===== src/remap_input_pkg.sv =====
// constants and types for the input pin-routing register bank
`default_nettype none
package remap_input_pkg;
   localparam int unsigned ADDR_W   = 8;
   localparam int unsigned DATA_W   = 16;
   localparam int unsigned SEL_W    = 5;
   localparam int unsigned RP_COUNT = 26;

   localparam logic [ADDR_W-1:0] IRQ1_ROUTE_OFS  = 8'h00;
   localparam logic [ADDR_W-1:0] IRQ2_ROUTE_OFS  = 8'h01;
   localparam logic [ADDR_W-1:0] TMR23_ROUTE_OFS = 8'h03;
   localparam logic [ADDR_W-1:0] OSC_CTRL_OFS    = 8'h20;

   localparam int unsigned IRQ1_LSB = 8;
   localparam int unsigned IRQ2_LSB = 0;
   localparam int unsigned TMR3_LSB = 8;
   localparam int unsigned TMR2_LSB = 0;
   localparam int unsigned LOCK_BIT = 6;

   localparam logic [SEL_W-1:0] SEL_RESET      = 5'h1f;
   localparam logic [7:0]       UNLOCK_KEY_ONE = 8'h46;
   localparam logic [7:0]       UNLOCK_KEY_TWO = 8'h57;
   localparam logic             PIN_IDLE_LEVEL = 1'b0;
   localparam logic [DATA_W-1:0] READ_ZERO     = 16'h0000;

   typedef struct packed {
      logic [SEL_W-1:0] irq1;
      logic [SEL_W-1:0] irq2;
      logic [SEL_W-1:0] tmr3;
      logic [SEL_W-1:0] tmr2;
   } route_sel_s;

   localparam route_sel_s ROUTE_RESET = '{irq1: SEL_RESET, irq2: SEL_RESET,
                                          tmr3: SEL_RESET, tmr2: SEL_RESET};

   typedef enum logic [1:0] {
      KEY_IDLE,
      KEY_FIRST,
      KEY_ARMED
   } unlock_e;
endpackage
`default_nettype wire


===== src/remap_input_select_bank.sv =====
// input pin-routing selection registers with keyed write lock and shadow check
// Function
// - Writes to routing registers are ignored unless the write lock is clear.
// - Full bank has 27 registers, 14 input and 13 output selects.
// - First input register bits 12:8 select pin for interrupt one.
// - Second input register bits 4:0 select pin for interrupt two.
// - Timer clock register bits 12:8 select pin for timer three clock.
// - Timer clock register bits 4:0 select pin for timer two clock.
// - Unimplemented bits read zero and ignore writes.
// - With one-session fuse set, lock cannot be cleared once set.
// - Routing registers are compared with shadows; mismatch raises reset.
// - After reset all selects read all ones and lock is clear.
//
// Implementation choices: the placing of the registers and strobed register access.
`default_nettype none
module remap_input_select_bank
   import remap_input_pkg::*;
(
   input  wire logic                mclk_i,
   input  wire logic                nrst_i,
   input  wire logic [ADDR_W-1:0]   addr_i,
   input  wire logic [DATA_W-1:0]   wdata_i,
   input  wire logic                wr_i,
   input  wire logic                rd_i,
   output logic      [DATA_W-1:0]   rdata_o,
   input  wire logic                single_session_lock_fuse_i,
   input  wire logic [RP_COUNT-1:0] rp_pins_i,
   output logic                     external_irq_one_o,
   output logic                     external_irq_two_o,
   output logic                     timer3_ext_clock_o,
   output logic                     timer2_ext_clock_o,
   output logic                     route_write_lock_o,
   output logic                     config_mismatch_rst_o
);

   // reset release synchroniser
   logic rst_meta_q;
   logic rst_n;

   always_ff @(posedge mclk_i or negedge nrst_i) begin
      if (!nrst_i) begin
         rst_meta_q <= 1'b0;
         rst_n      <= 1'b0;
      end else begin
         rst_meta_q <= 1'b1;
         rst_n      <= rst_meta_q;
      end
   end

   function automatic logic route_pin(input logic [SEL_W-1:0]    sel,
                                      input logic [RP_COUNT-1:0] pins);
      logic lvl;
      lvl = PIN_IDLE_LEVEL;
      if (32'(sel) < RP_COUNT) begin
         lvl = pins[sel];
      end
      return lvl;
   endfunction

   function automatic logic [DATA_W-1:0] place(input logic [SEL_W-1:0] f,
                                               input int unsigned      lsb);
      return DATA_W'({11'h000, f} << lsb);
   endfunction

   // register state
   route_sel_s        sel_q, sel_d;
   route_sel_s        shadow_q, shadow_d;
   logic              lock_q, lock_d;
   logic              locked_once_q, locked_once_d;
   unlock_e           key_q, key_d;
   logic [DATA_W-1:0] rdata_q, rdata_d;
   logic              mismatch_q, mismatch_d;
   logic              irq1_q, irq1_d;
   logic              irq2_q, irq2_d;
   logic              tmr3_q, tmr3_d;
   logic              tmr2_q, tmr2_d;

   logic       osc_wr;
   logic       route_wr;
   logic [7:0] key_byte;

   assign osc_wr   = wr_i && (addr_i == OSC_CTRL_OFS);
   assign route_wr = wr_i && !lock_q;
   assign key_byte = wdata_i[7:0];

   // unlock sequence and lock bit
   always_comb begin
      key_d         = key_q;
      lock_d        = lock_q;
      locked_once_d = locked_once_q;
      if (osc_wr) begin
         case (key_q)
            KEY_IDLE: begin
               key_d = (key_byte == UNLOCK_KEY_ONE) ? KEY_FIRST : KEY_IDLE;
            end
            KEY_FIRST: begin
               if (key_byte == UNLOCK_KEY_TWO) begin
                  key_d = KEY_ARMED;
               end else if (key_byte == UNLOCK_KEY_ONE) begin
                  key_d = KEY_FIRST;
               end else begin
                  key_d = KEY_IDLE;
               end
            end
            KEY_ARMED: begin
               key_d = KEY_IDLE;
               // one-session fuse pins the lock once it was ever set
               if (!(single_session_lock_fuse_i && locked_once_q &&
                     !wdata_i[LOCK_BIT])) begin
                  lock_d = wdata_i[LOCK_BIT];
               end
            end
            default: key_d = KEY_IDLE;
         endcase
      end else if (wr_i) begin
         // any other write breaks the key sequence
         key_d = KEY_IDLE;
      end
      locked_once_d = locked_once_q | lock_d;
   end

   // selection fields and their shadows
   always_comb begin
      sel_d = sel_q;
      if (route_wr) begin
         case (addr_i)
            IRQ1_ROUTE_OFS: sel_d.irq1 = wdata_i[IRQ1_LSB +: SEL_W];
            IRQ2_ROUTE_OFS: sel_d.irq2 = wdata_i[IRQ2_LSB +: SEL_W];
            TMR23_ROUTE_OFS: begin
               sel_d.tmr3 = wdata_i[TMR3_LSB +: SEL_W];
               sel_d.tmr2 = wdata_i[TMR2_LSB +: SEL_W];
            end
            default: sel_d = sel_q;
         endcase
      end
      // shadows load sel_d like the selects, so an upset shows as a difference for one cycle
      shadow_d   = sel_d;
      mismatch_d = mismatch_q | (sel_q != shadow_q);
   end

   // readback; only three of the bank's 27 registers live here
   always_comb begin
      rdata_d = READ_ZERO;
      if (rd_i) begin
         case (addr_i)
            IRQ1_ROUTE_OFS:  rdata_d = place(sel_q.irq1, IRQ1_LSB);
            IRQ2_ROUTE_OFS:  rdata_d = place(sel_q.irq2, IRQ2_LSB);
            TMR23_ROUTE_OFS: rdata_d = place(sel_q.tmr3, TMR3_LSB) |
                                       place(sel_q.tmr2, TMR2_LSB);
            OSC_CTRL_OFS:    rdata_d = DATA_W'({15'h0000, lock_q} << LOCK_BIT);
            default:         rdata_d = READ_ZERO;
         endcase
      end
   end

   // peripheral input routing
   always_comb begin
      irq1_d = route_pin(sel_q.irq1, rp_pins_i);
      irq2_d = route_pin(sel_q.irq2, rp_pins_i);
      tmr3_d = route_pin(sel_q.tmr3, rp_pins_i);
      tmr2_d = route_pin(sel_q.tmr2, rp_pins_i);
   end

   always_ff @(posedge mclk_i or negedge rst_n) begin
      if (!rst_n) begin
         sel_q         <= ROUTE_RESET;
         shadow_q      <= ROUTE_RESET;
         lock_q        <= 1'b0;
         locked_once_q <= 1'b0;
         key_q         <= KEY_IDLE;
         rdata_q       <= READ_ZERO;
         mismatch_q    <= 1'b0;
         irq1_q        <= PIN_IDLE_LEVEL;
         irq2_q        <= PIN_IDLE_LEVEL;
         tmr3_q        <= PIN_IDLE_LEVEL;
         tmr2_q        <= PIN_IDLE_LEVEL;
      end else begin
         sel_q         <= sel_d;
         shadow_q      <= shadow_d;
         lock_q        <= lock_d;
         locked_once_q <= locked_once_d;
         key_q         <= key_d;
         rdata_q       <= rdata_d;
         mismatch_q    <= mismatch_d;
         irq1_q        <= irq1_d;
         irq2_q        <= irq2_d;
         tmr3_q        <= tmr3_d;
         tmr2_q        <= tmr2_d;
      end
   end

   assign rdata_o               = rdata_q;
   assign route_write_lock_o    = lock_q;
   assign config_mismatch_rst_o = mismatch_q;
   assign external_irq_one_o    = irq1_q;
   assign external_irq_two_o    = irq2_q;
   assign timer3_ext_clock_o    = tmr3_q;
   assign timer2_ext_clock_o    = tmr2_q;

   blocked_write_a: assert property (@(posedge mclk_i) disable iff (!rst_n)
      wr_i && lock_q |=> $stable(sel_q))
      else $error("routing changed while locked");

   irq1_write_a: assert property (@(posedge mclk_i) disable iff (!rst_n)
      wr_i && !lock_q && addr_i == IRQ1_ROUTE_OFS
      |=> sel_q.irq1 == $past(wdata_i[12:8]) && $stable(sel_q.irq2))
      else $error("interrupt one select not written");

   irq2_read_a: assert property (@(posedge mclk_i) disable iff (!rst_n)
      rd_i && addr_i == IRQ2_ROUTE_OFS |=> rdata_o == {11'h000, $past(sel_q.irq2)})
      else $error("interrupt two readback wrong");

   timer_write_a: assert property (@(posedge mclk_i) disable iff (!rst_n)
      wr_i && !lock_q && addr_i == TMR23_ROUTE_OFS
      |=> sel_q.tmr3 == $past(wdata_i[12:8]) && sel_q.tmr2 == $past(wdata_i[4:0]))
      else $error("timer clock selects not written");

   unused_zero_a: assert property (@(posedge mclk_i) disable iff (!rst_n)
      rd_i && addr_i == IRQ1_ROUTE_OFS |=> rdata_o[15:13] == 3'h0 && rdata_o[7:0] == 8'h00)
      else $error("unimplemented bits not zero");

   reset_value_a: assert property (@(posedge mclk_i)
      $rose(rst_n) |-> sel_q == ROUTE_RESET && !lock_q)
      else $error("bad reset state");

   key_gate_a: assert property (@(posedge mclk_i) disable iff (!rst_n)
      $changed(lock_q) |-> $past(key_q) == KEY_ARMED && $past(osc_wr))
      else $error("lock changed without key sequence");

   fuse_hold_a: assert property (@(posedge mclk_i) disable iff (!rst_n)
      single_session_lock_fuse_i && locked_once_q && lock_q |=> lock_q)
      else $error("lock cleared despite fuse");

   shadow_match_a: assert property (@(posedge mclk_i) disable iff (!rst_n)
      sel_q != shadow_q |=> config_mismatch_rst_o)
      else $error("mismatch not flagged");

   route_pin_a: assert property (@(posedge mclk_i) disable iff (!rst_n)
      32'(sel_q.irq1) >= RP_COUNT |=> external_irq_one_o == PIN_IDLE_LEVEL)
      else $error("missing pin not held idle");

endmodule // remap_input_select_bank
`default_nettype wire


===== config.mk =====
export PLATFORM = sky130hd
export DESIGN_NAME = remap_input_select_bank
export DESIGN_NICKNAME = d
export VERILOG_FILES = /design/src/remap_input_pkg.sv /design/src/remap_input_select_bank.sv
export SDC_FILE = /design/constraint.sdc
export NUM_CORES = 1
export LEC_CHECK = 0
export ABC_AREA = 1
export ABC_CLOCK_PERIOD_IN_PS = 1560
export BUFFER_PORTS_ARGS = -buffer_cell sky130_fd_sc_hd__buf_2
export CAP_MARGIN = 40
export CORE_ASPECT_RATIO = 1.75
export CORE_MARGIN = 2
export CORE_UTILIZATION = 52
export CTS_CLUSTER_DIAMETER = 40
export DETAILED_ROUTE_END_ITERATION = 8
export GPL_TIMING_DRIVEN = 0
export PLACE_DENSITY = 0.76
export SLEW_MARGIN = 20
export SYNTH_ARGS = -nofsm -noshare
export SYNTH_HDL_FRONTEND = slang
export SYNTH_SLANG_ARGS = --single-unit

===== constraint.sdc =====
create_clock -name mclk_i -period 1.56 [get_ports mclk_i]
set_input_delay 0 -clock mclk_i [delete_from_list [all_inputs] [get_ports mclk_i]]
set_output_delay 0 -clock mclk_i [all_outputs]
set_load 0.01 [all_outputs]

==> flow_metrics.env, run 1 <==
export IMPL_outcome="finished, final reports clean"
export IMPL_hp_class="primary input to async pin"
export IMPL_final_cell_mix="nand2_1, buf_2, nand3_1"
export IMPL_reg2reg_from="shadow_q[15]$_DFFE_PN1P_"
export IMPL_maxSlewViolCount=0
export IMPL_multiInputGateArea_sq_mm=0.00150
export IMPL_reg2regPathDepth=8
export IMPL_power_density_mw_per_mm2=668
export IMPL_regArea_sq_mm=0.00105
export IMPL_n_fill_cell=499
export IMPL_htreeDepth=2
export IMPL_place_ws_ns=-0.0754
export IMPL_yosys_warnings=0
export IMPL_antenna_found_initial=0
export IMPL_critPathArrivalTime_ns=1.64
export IMPL_fin_crit_sh_pct=93.0
export IMPL_first_iter_violations=179
export IMPL_grt_remaining_overflow=0
export IMPL_final_setup_worst_slack_ns=0.110
export IMPL_postRouteAntennaNets=0
export IMPL_clk_latency_ns=0.29
export IMPL_rsz0062_at_grt="true"
export IMPL_hold_viol=0
export IMPL_clkTransAtPathRegs_ns=0.08
export IMPL_max_freq_ghz=0.690
export IMPL_syn_inst=451
export IMPL_end_kind="register"
export IMPL_worstPathMaxFanout=10
export IMPL_finalNetCount=596
export IMPL_worstPathRequired_ns=1.75
export IMPL_fin_util_pct=66.7
export IMPL_die_y_um=102
export IMPL_place_gp_congestion=0.959
export IMPL_drv_cap=0
export IMPL_cts_sinks=41
export IMPL_vias=3181
export IMPL_cts_tree="built"
export IMPL_grt_pass1_wl_mm=14.0
export IMPL_crit_path_start="shadow_q[15]$_DFFE_PN1P_"
export IMPL_dieArea_sq_mm=0.00612
export IMPL_numCtsBuffers=5
export IMPL_wl_per_cell_um=14.5
export IMPL_vdd_ir_drop_max_mv=0.858
export IMPL_grt_pass1_vias=2935
export IMPL_whs_ns=0.0198
export IMPL_critPathLaunchType="register"
export IMPL_drt_first_pass_iters=5
export IMPL_grt_use_total_pct=30.6
export IMPL_reg2reg_to="external_irq_one_o$_DFF_PN0_"
export IMPL_synth_cell_type_count=27
export IMPL_avgSynthCellArea_sq_um=6.33
export IMPL_post_cts_buffers=0
export IMPL_skew_ns=0.00550
export IMPL_grt_start_max_net_pins=35
export IMPL_synth_mux_area_share_pct=0
export IMPL_synth_area_sq_mm=0.00286
export IMPL_port_buffers=67
export IMPL_clock_root_buffer="clkbuf_8"
export IMPL_setup_violations=0
export IMPL_drive_gt1_share_pct=23.6
export IMPL_rrSetupSlack_ns=0.11
export IMPL_ios=77
export IMPL_seq_area_frac_synth_pct=36.8
export IMPL_fin_setup_tns_ns=0
export IMPL_antenna_cells=0
export IMPL_final_common_cell="nand2_1"
export IMPL_synth_simple_area_share_pct=44.7
export IMPL_area_growth_syn_to_layout_pct=23.8
export IMPL_synth_top_family_by_area="simple AND/OR/NAND/NOR gates"
export IMPL_die_w_um=60.0
export IMPL_final_cell_count_no_fill=616
export IMPL_core_area_sq_mm=0.00530
export IMPL_endpoint="external_irq_one_o$_DFF_PN0_"
export IMPL_rows=35
export IMPL_routed_via_density=5.16
export IMPL_drc=0
export IMPL_fin_crit_ns=1.45
export IMPL_initial_utilization_pct=53.9
export IMPL_path_class="register to register"
export IMPL_leakage_uw=0.00181
export IMPL_dp_cells=598
export IMPL_drt_total_wl_mm=8.92
export IMPL_post_dp_hpwl_mm=6.68
export IMPL_synth_compound_area_share_pct=6.88
export IMPL_synthXorXnorAreaFrac_pct=0
export IMPL_ys_ff_latch=41
export IMPL_cts_buffer_depth=2
export IMPL_synth_fa_ha_area_share_pct=0
[cell type report]
cell class | instances | share of cell area, %
Timing Repair Buffer | 82 | 14.0
Inverter | 49 | 5.21
Tap cell | 74 | 2.62
Buffer | 20 | 3.65
Clock inverter | 2 | 0.283
Sequential cell | 41 | 29.8
Multi-Input combinational cell | 342 | 42.4
Clock buffer | 6 | 2.05
[worst min path at each step]
stage	startpoint	endpoint	slack, ns
final	nrst_i	rst_n$_DFF_PN0_	0.02
after global routing	nrst_i	rst_n$_DFF_PN0_	0.02
after CTS	nrst_i	rst_n$_DFF_PN0_	0.01
after detailed placement	nrst_i	rst_meta_q$_DFF_PN0_	-0.21
after global placement	nrst_i	rst_meta_q$_DFF_PN0_	-0.22
after floorplan	nrst_i	rst_meta_q$_DFF_PN0_	-0.30
[routing by layer]
| layer | routed length (um) | global-route usage [%] |
|---|---|---|
| met4 | 121 | 8.72 |
| met1 | 3560 | 34.8 |
| met3 | 395 | 2.66 |
| met5 | 0 | 0 |
| met2 | 4840 | 58.3 |
[cell usage after synthesis]
master    instances  area (sq um)
dfrtp_1          21           526
nor3_4            2          32.5
nor3_1            5          25.0
dfstp_2          20           526
a31oi_1           2          12.5
nand2_4           1          11.3
buf_4             9          67.6
or2_2             1          6.26
nand4_1           3          18.8
o22ai_1           1          6.26
nand3_1          74           370
inv_2             4          15.0
o21ai_0           4          20.0
a21oi_1          10          50.1
inv_1            44           165
o21ai_1          20           100
nor2_4            1          11.3
clkbuf_1          1          3.75
clkinv_1          1          3.75
nand2_2           2          12.5
nor2_1           12          45.0
nand3b_1          1          7.51
nor2_2            1          6.26
o211ai_1          1          7.51
buf_2            14          70.1
nand2_1         194           728
conb_1            2          7.51
[where the power goes]
group	internal [uW]	leakage [uW]	switching, uW
Combinational	207	0.00128	311
Sequential	1120	0.000485	45.6
Clock	310	0.0000450	363
[cell families after synthesis]
logic type,count (synthesis)
AO/OA/AOI/OAI,38
buffers and inverters,73
other,2
flip-flops,41
AND/OR/NAND/NOR,297
[sequential cells by signal (all words and copies together), names as in the netlist]
register            count
locked_once_q           1
external_irq_one_o      1
timer2_ext_clock_o      1
timer3_ext_clock_o      1
rst_meta_q              1
rdata_o                11
key_q                   2
route_write_lock_o      1
external_irq_two_o      1
shadow_q               20
rst_n                   1
[per-stage QoR]
| step | area, sq um | power [uW] |
|---|---|---|
| 2_1_floorplan | 2870 | 1470 |
| 4_1_cts | 3540 | 2370 |
| 3_5_place_dp | 3320 | 1680 |
| 5_1_grt | 3530 | 2470 |
| 6_report | 3530 | 2360 |
| 3_3_place_gp | 3300 | 1660 |
[critical path, cell delays in order (launching register included)]
cell and delay (ns):
dfstp_2 0.59, buf_2 0.25, nand2_1 0.10, nand3_1 0.09, nand3_1 0.07, nand3_1 0.07, nand2_1 0.06, nand2_1 0.06
nand2_1 0.05
[what timing repair did]
| item | in CTS | in global routing |
|---|---|---|
| hold endpoints to repair | 25 | 0 |
| endpoints found under the setup margin | 1 | 3 |
| gates resized for setup | 0 | 2 |
| hold buffers | 14 | 0 |
| gates cloned | 0 | 0 |
| pin swaps | 0 | 0 |
No activity file was read; power rests on OpenSTA's default activity.
==> run 2: changes to the inputs <==
Settings changed: PLACE_DENSITY 0.76 to 0.81.
==> run 2 against run 1 <==
Net effect: maximum frequency increased by 0.88%; worst setup slack improved by 0.013 ns; count of clock-buffer cells in the layout decreased by 1; final cell count increased by 0.16%; register-to-register slack about the same; clock skew about the same; clock power increased by 3%; largest power group unchanged.
==> flow_metrics.env, run 2 (synthesized netlist as in run 1, its figures left out) <==
export IMPL_outcome="finished, final reports clean"
export IMPL_combPwrFrac_pct=21.7
export IMPL_crit_family="flip-flops"
export IMPL_grt_util_met2_pct=53.2
export IMPL_routed_via_density=5.29
export IMPL_grt_pass1_wl_mm=14.1
export IMPL_clock_root_buffer="clkbuf_8"
export IMPL_drt_total_wl_mm=8.54
export IMPL_reg2regPathDepth=11
export IMPL_post_dp_hpwl_mm=6.38
export IMPL_whs_ns=0.0104
export IMPL_drc=0
export IMPL_dpl_cell_area_sq_mm=0.00332
export IMPL_fin_util_pct=67.1
export IMPL_drive_gt1_share_pct=23.9
export IMPL_power_switching_uw=733
export IMPL_cts_sinks=41
export IMPL_ios=77
export IMPL_fin_setup_tns_ns=0
export IMPL_first_iter_violations=249
export IMPL_rrSetupSlack_ns=0.12
export IMPL_crit_buf_inv=3
export IMPL_skew_ns=0.00516
export IMPL_vdd_ir_drop_max_mv=0.651
export IMPL_grt_pass1_vias=3148
export IMPL_leakage_uw=0.00181
export IMPL_reg2reg_to="timer2_ext_clock_o$_DFF_PN0_"
export IMPL_sw_frac_of_total_pct=30.8
export IMPL_n_fill_cell=502
export IMPL_final_cell_mix="nand2_1, nand3_1, buf_2"
export IMPL_power_density_mw_per_mm2=669
export IMPL_place_gp_congestion=0.959
export IMPL_worstPathRequired_ns=1.75
export IMPL_antenna_cells=0
export IMPL_final_cell_area_sq_mm=0.00355
export IMPL_rows=35
export IMPL_clk_latency_ns=0.30
export IMPL_path_class="register to register"
export IMPL_largest_reg_flops=20
export IMPL_crit_chain="buf_4 > inv_2 > buf_4 > nand2_1 > nand3_1 > nand3_1 > nand2_1 > nand2_1 > nand2_1 > nand2_1 > nand2_1"
export IMPL_rsz0062_at_grt="false"
export IMPL_cp_slowest_cell="dfstp_2"
export IMPL_cp_depth=11
export IMPL_grt_util_met1_pct=34.9
export IMPL_worstPathMaxFanout=10
export IMPL_pwr_share_seq_pct=49.3
export IMPL_drt_first_pass_iters=5
export IMPL_numCtsBuffers=5
export IMPL_p_int_uw=1650
export IMPL_dp_cells=598
export IMPL_maxSlewViolCount=0
export IMPL_fin_crit_ns=1.44
export IMPL_critPathLaunchType="register"
export IMPL_antenna_found_initial=0
export IMPL_largest_register="shadow_q"
export IMPL_fin_crit_sh_pct=92.1
export IMPL_finalNetCount=597
export IMPL_drv_cap=0
export IMPL_die_w_um=60.0
export IMPL_dieArea_sq_mm=0.00612
export IMPL_final_common_cell="nand2_1"
export IMPL_clkTransAtPathRegs_ns=0.08
export IMPL_grt_start_max_net_pins=34
export IMPL_met3_usage_pct=4.43
export IMPL_reg2reg_from="shadow_q[0]$_DFFE_PN1P_"
export IMPL_final_cell_count_no_fill=617
export IMPL_grt_busiest_layer="met2"
export IMPL_grt_remaining_overflow=0
export IMPL_initial_utilization_pct=53.9
export IMPL_end_kind="register"
export IMPL_crit_path_max_incr_delay_ns=0.52
export IMPL_postRouteAntennaNets=0
export IMPL_crit_path_start="shadow_q[0]$_DFFE_PN1P_"
export IMPL_cts_tree="built"
export IMPL_endpoint="timer2_ext_clock_o$_DFF_PN0_"
export IMPL_port_buffers=67
export IMPL_cts_buffer_depth=2
export IMPL_crit_top_cell="nand2_1"
export IMPL_setup_violations=0
export IMPL_core_area_sq_mm=0.00530
export IMPL_hold_viol=0
export IMPL_htreeDepth=2
export IMPL_area_growth_syn_to_layout_pct=24.5
export IMPL_critPathArrivalTime_ns=1.63
export IMPL_grt_use_total_pct=30.2
export IMPL_hp_class="primary input to async pin"
export IMPL_clock_power_share_pct=29.1
export IMPL_vias=3262
export IMPL_max_freq_ghz=0.696
export IMPL_die_y_um=102
export IMPL_wl_per_cell_um=13.8
run 2: cell types whose count changed in the layout (fill, tap and decap cells not counted):
cell,previous run,this run
buf_2,77,73
buf_4,8,13
clkbuf_1,1,0
clkinvlp_4,0,1
run 2: layout make-up:
class / count / area, sq um / share of cell area [%]
Timing Repair Buffer: 83 / 503 / 14.1
Buffer: 20 / 139 / 3.91
Sequential cell: 41 / 1050 / 29.6
Tap cell: 74 / 92.6 / 2.60
Inverter: 49 / 184 / 5.17
Clock inverter: 3 / 17.5 / 0.493
Clock buffer: 5 / 68.8 / 1.94
Multi-Input combinational cell: 342 / 1500 / 42.1
run 2: worst min-delay path by stage:
stage                      start                    to  slack [ns]  cells past startpoint
after floorplan           nrst_i  rst_meta_q$_DFF_PN0_       -0.30                      0
after global placement    nrst_i  rst_meta_q$_DFF_PN0_       -0.21                      1
after detailed placement  nrst_i  rst_meta_q$_DFF_PN0_       -0.21                      1
after CTS                 nrst_i       rst_n$_DFF_PN0_        0.01                      2
after global routing      nrst_i       rst_n$_DFF_PN0_        0.01                      2
final                     nrst_i       rst_n$_DFF_PN0_        0.01                      2
run 2: repair_timing:
action,4_1_cts,5_1_grt
hold endpoints to repair,25,0
hold buffers,14,0
setup endpoints to repair,2,4
setup buffers,0,1
resized for setup,1,8
run 2: layer usage:
metal	share of wire [%]	wire length [um]	vias up
met2	52	4430	147
li1	-	-	1594
met4	4.0	340	0
met5	0	0	-
met3	6.0	509	26
met1	38	3260	1495
run 2: metrics by stage:
stage | worst slack [ns] | total power [uW]
global route | 0.0000540 | 2490
finish | 0.123 | 2380
detailed placement | -0.0660 | 1670
global placement | -0.0350 | 1650
floorplan | 0.204 | 1470
CTS | 0.0325 | 2370
run 2: power by group through the flow:
stage / sequential (uW) / combinational [uW] / clock (uW)
after floorplan: 1180 / 291 / 0
after CTS: 1160 / 518 / 693
after global placement: 1190 / 466 / 0
after detailed placement: 1180 / 496 / 0
final: 1170 / 515 / 692
after global routing: 1180 / 583 / 730
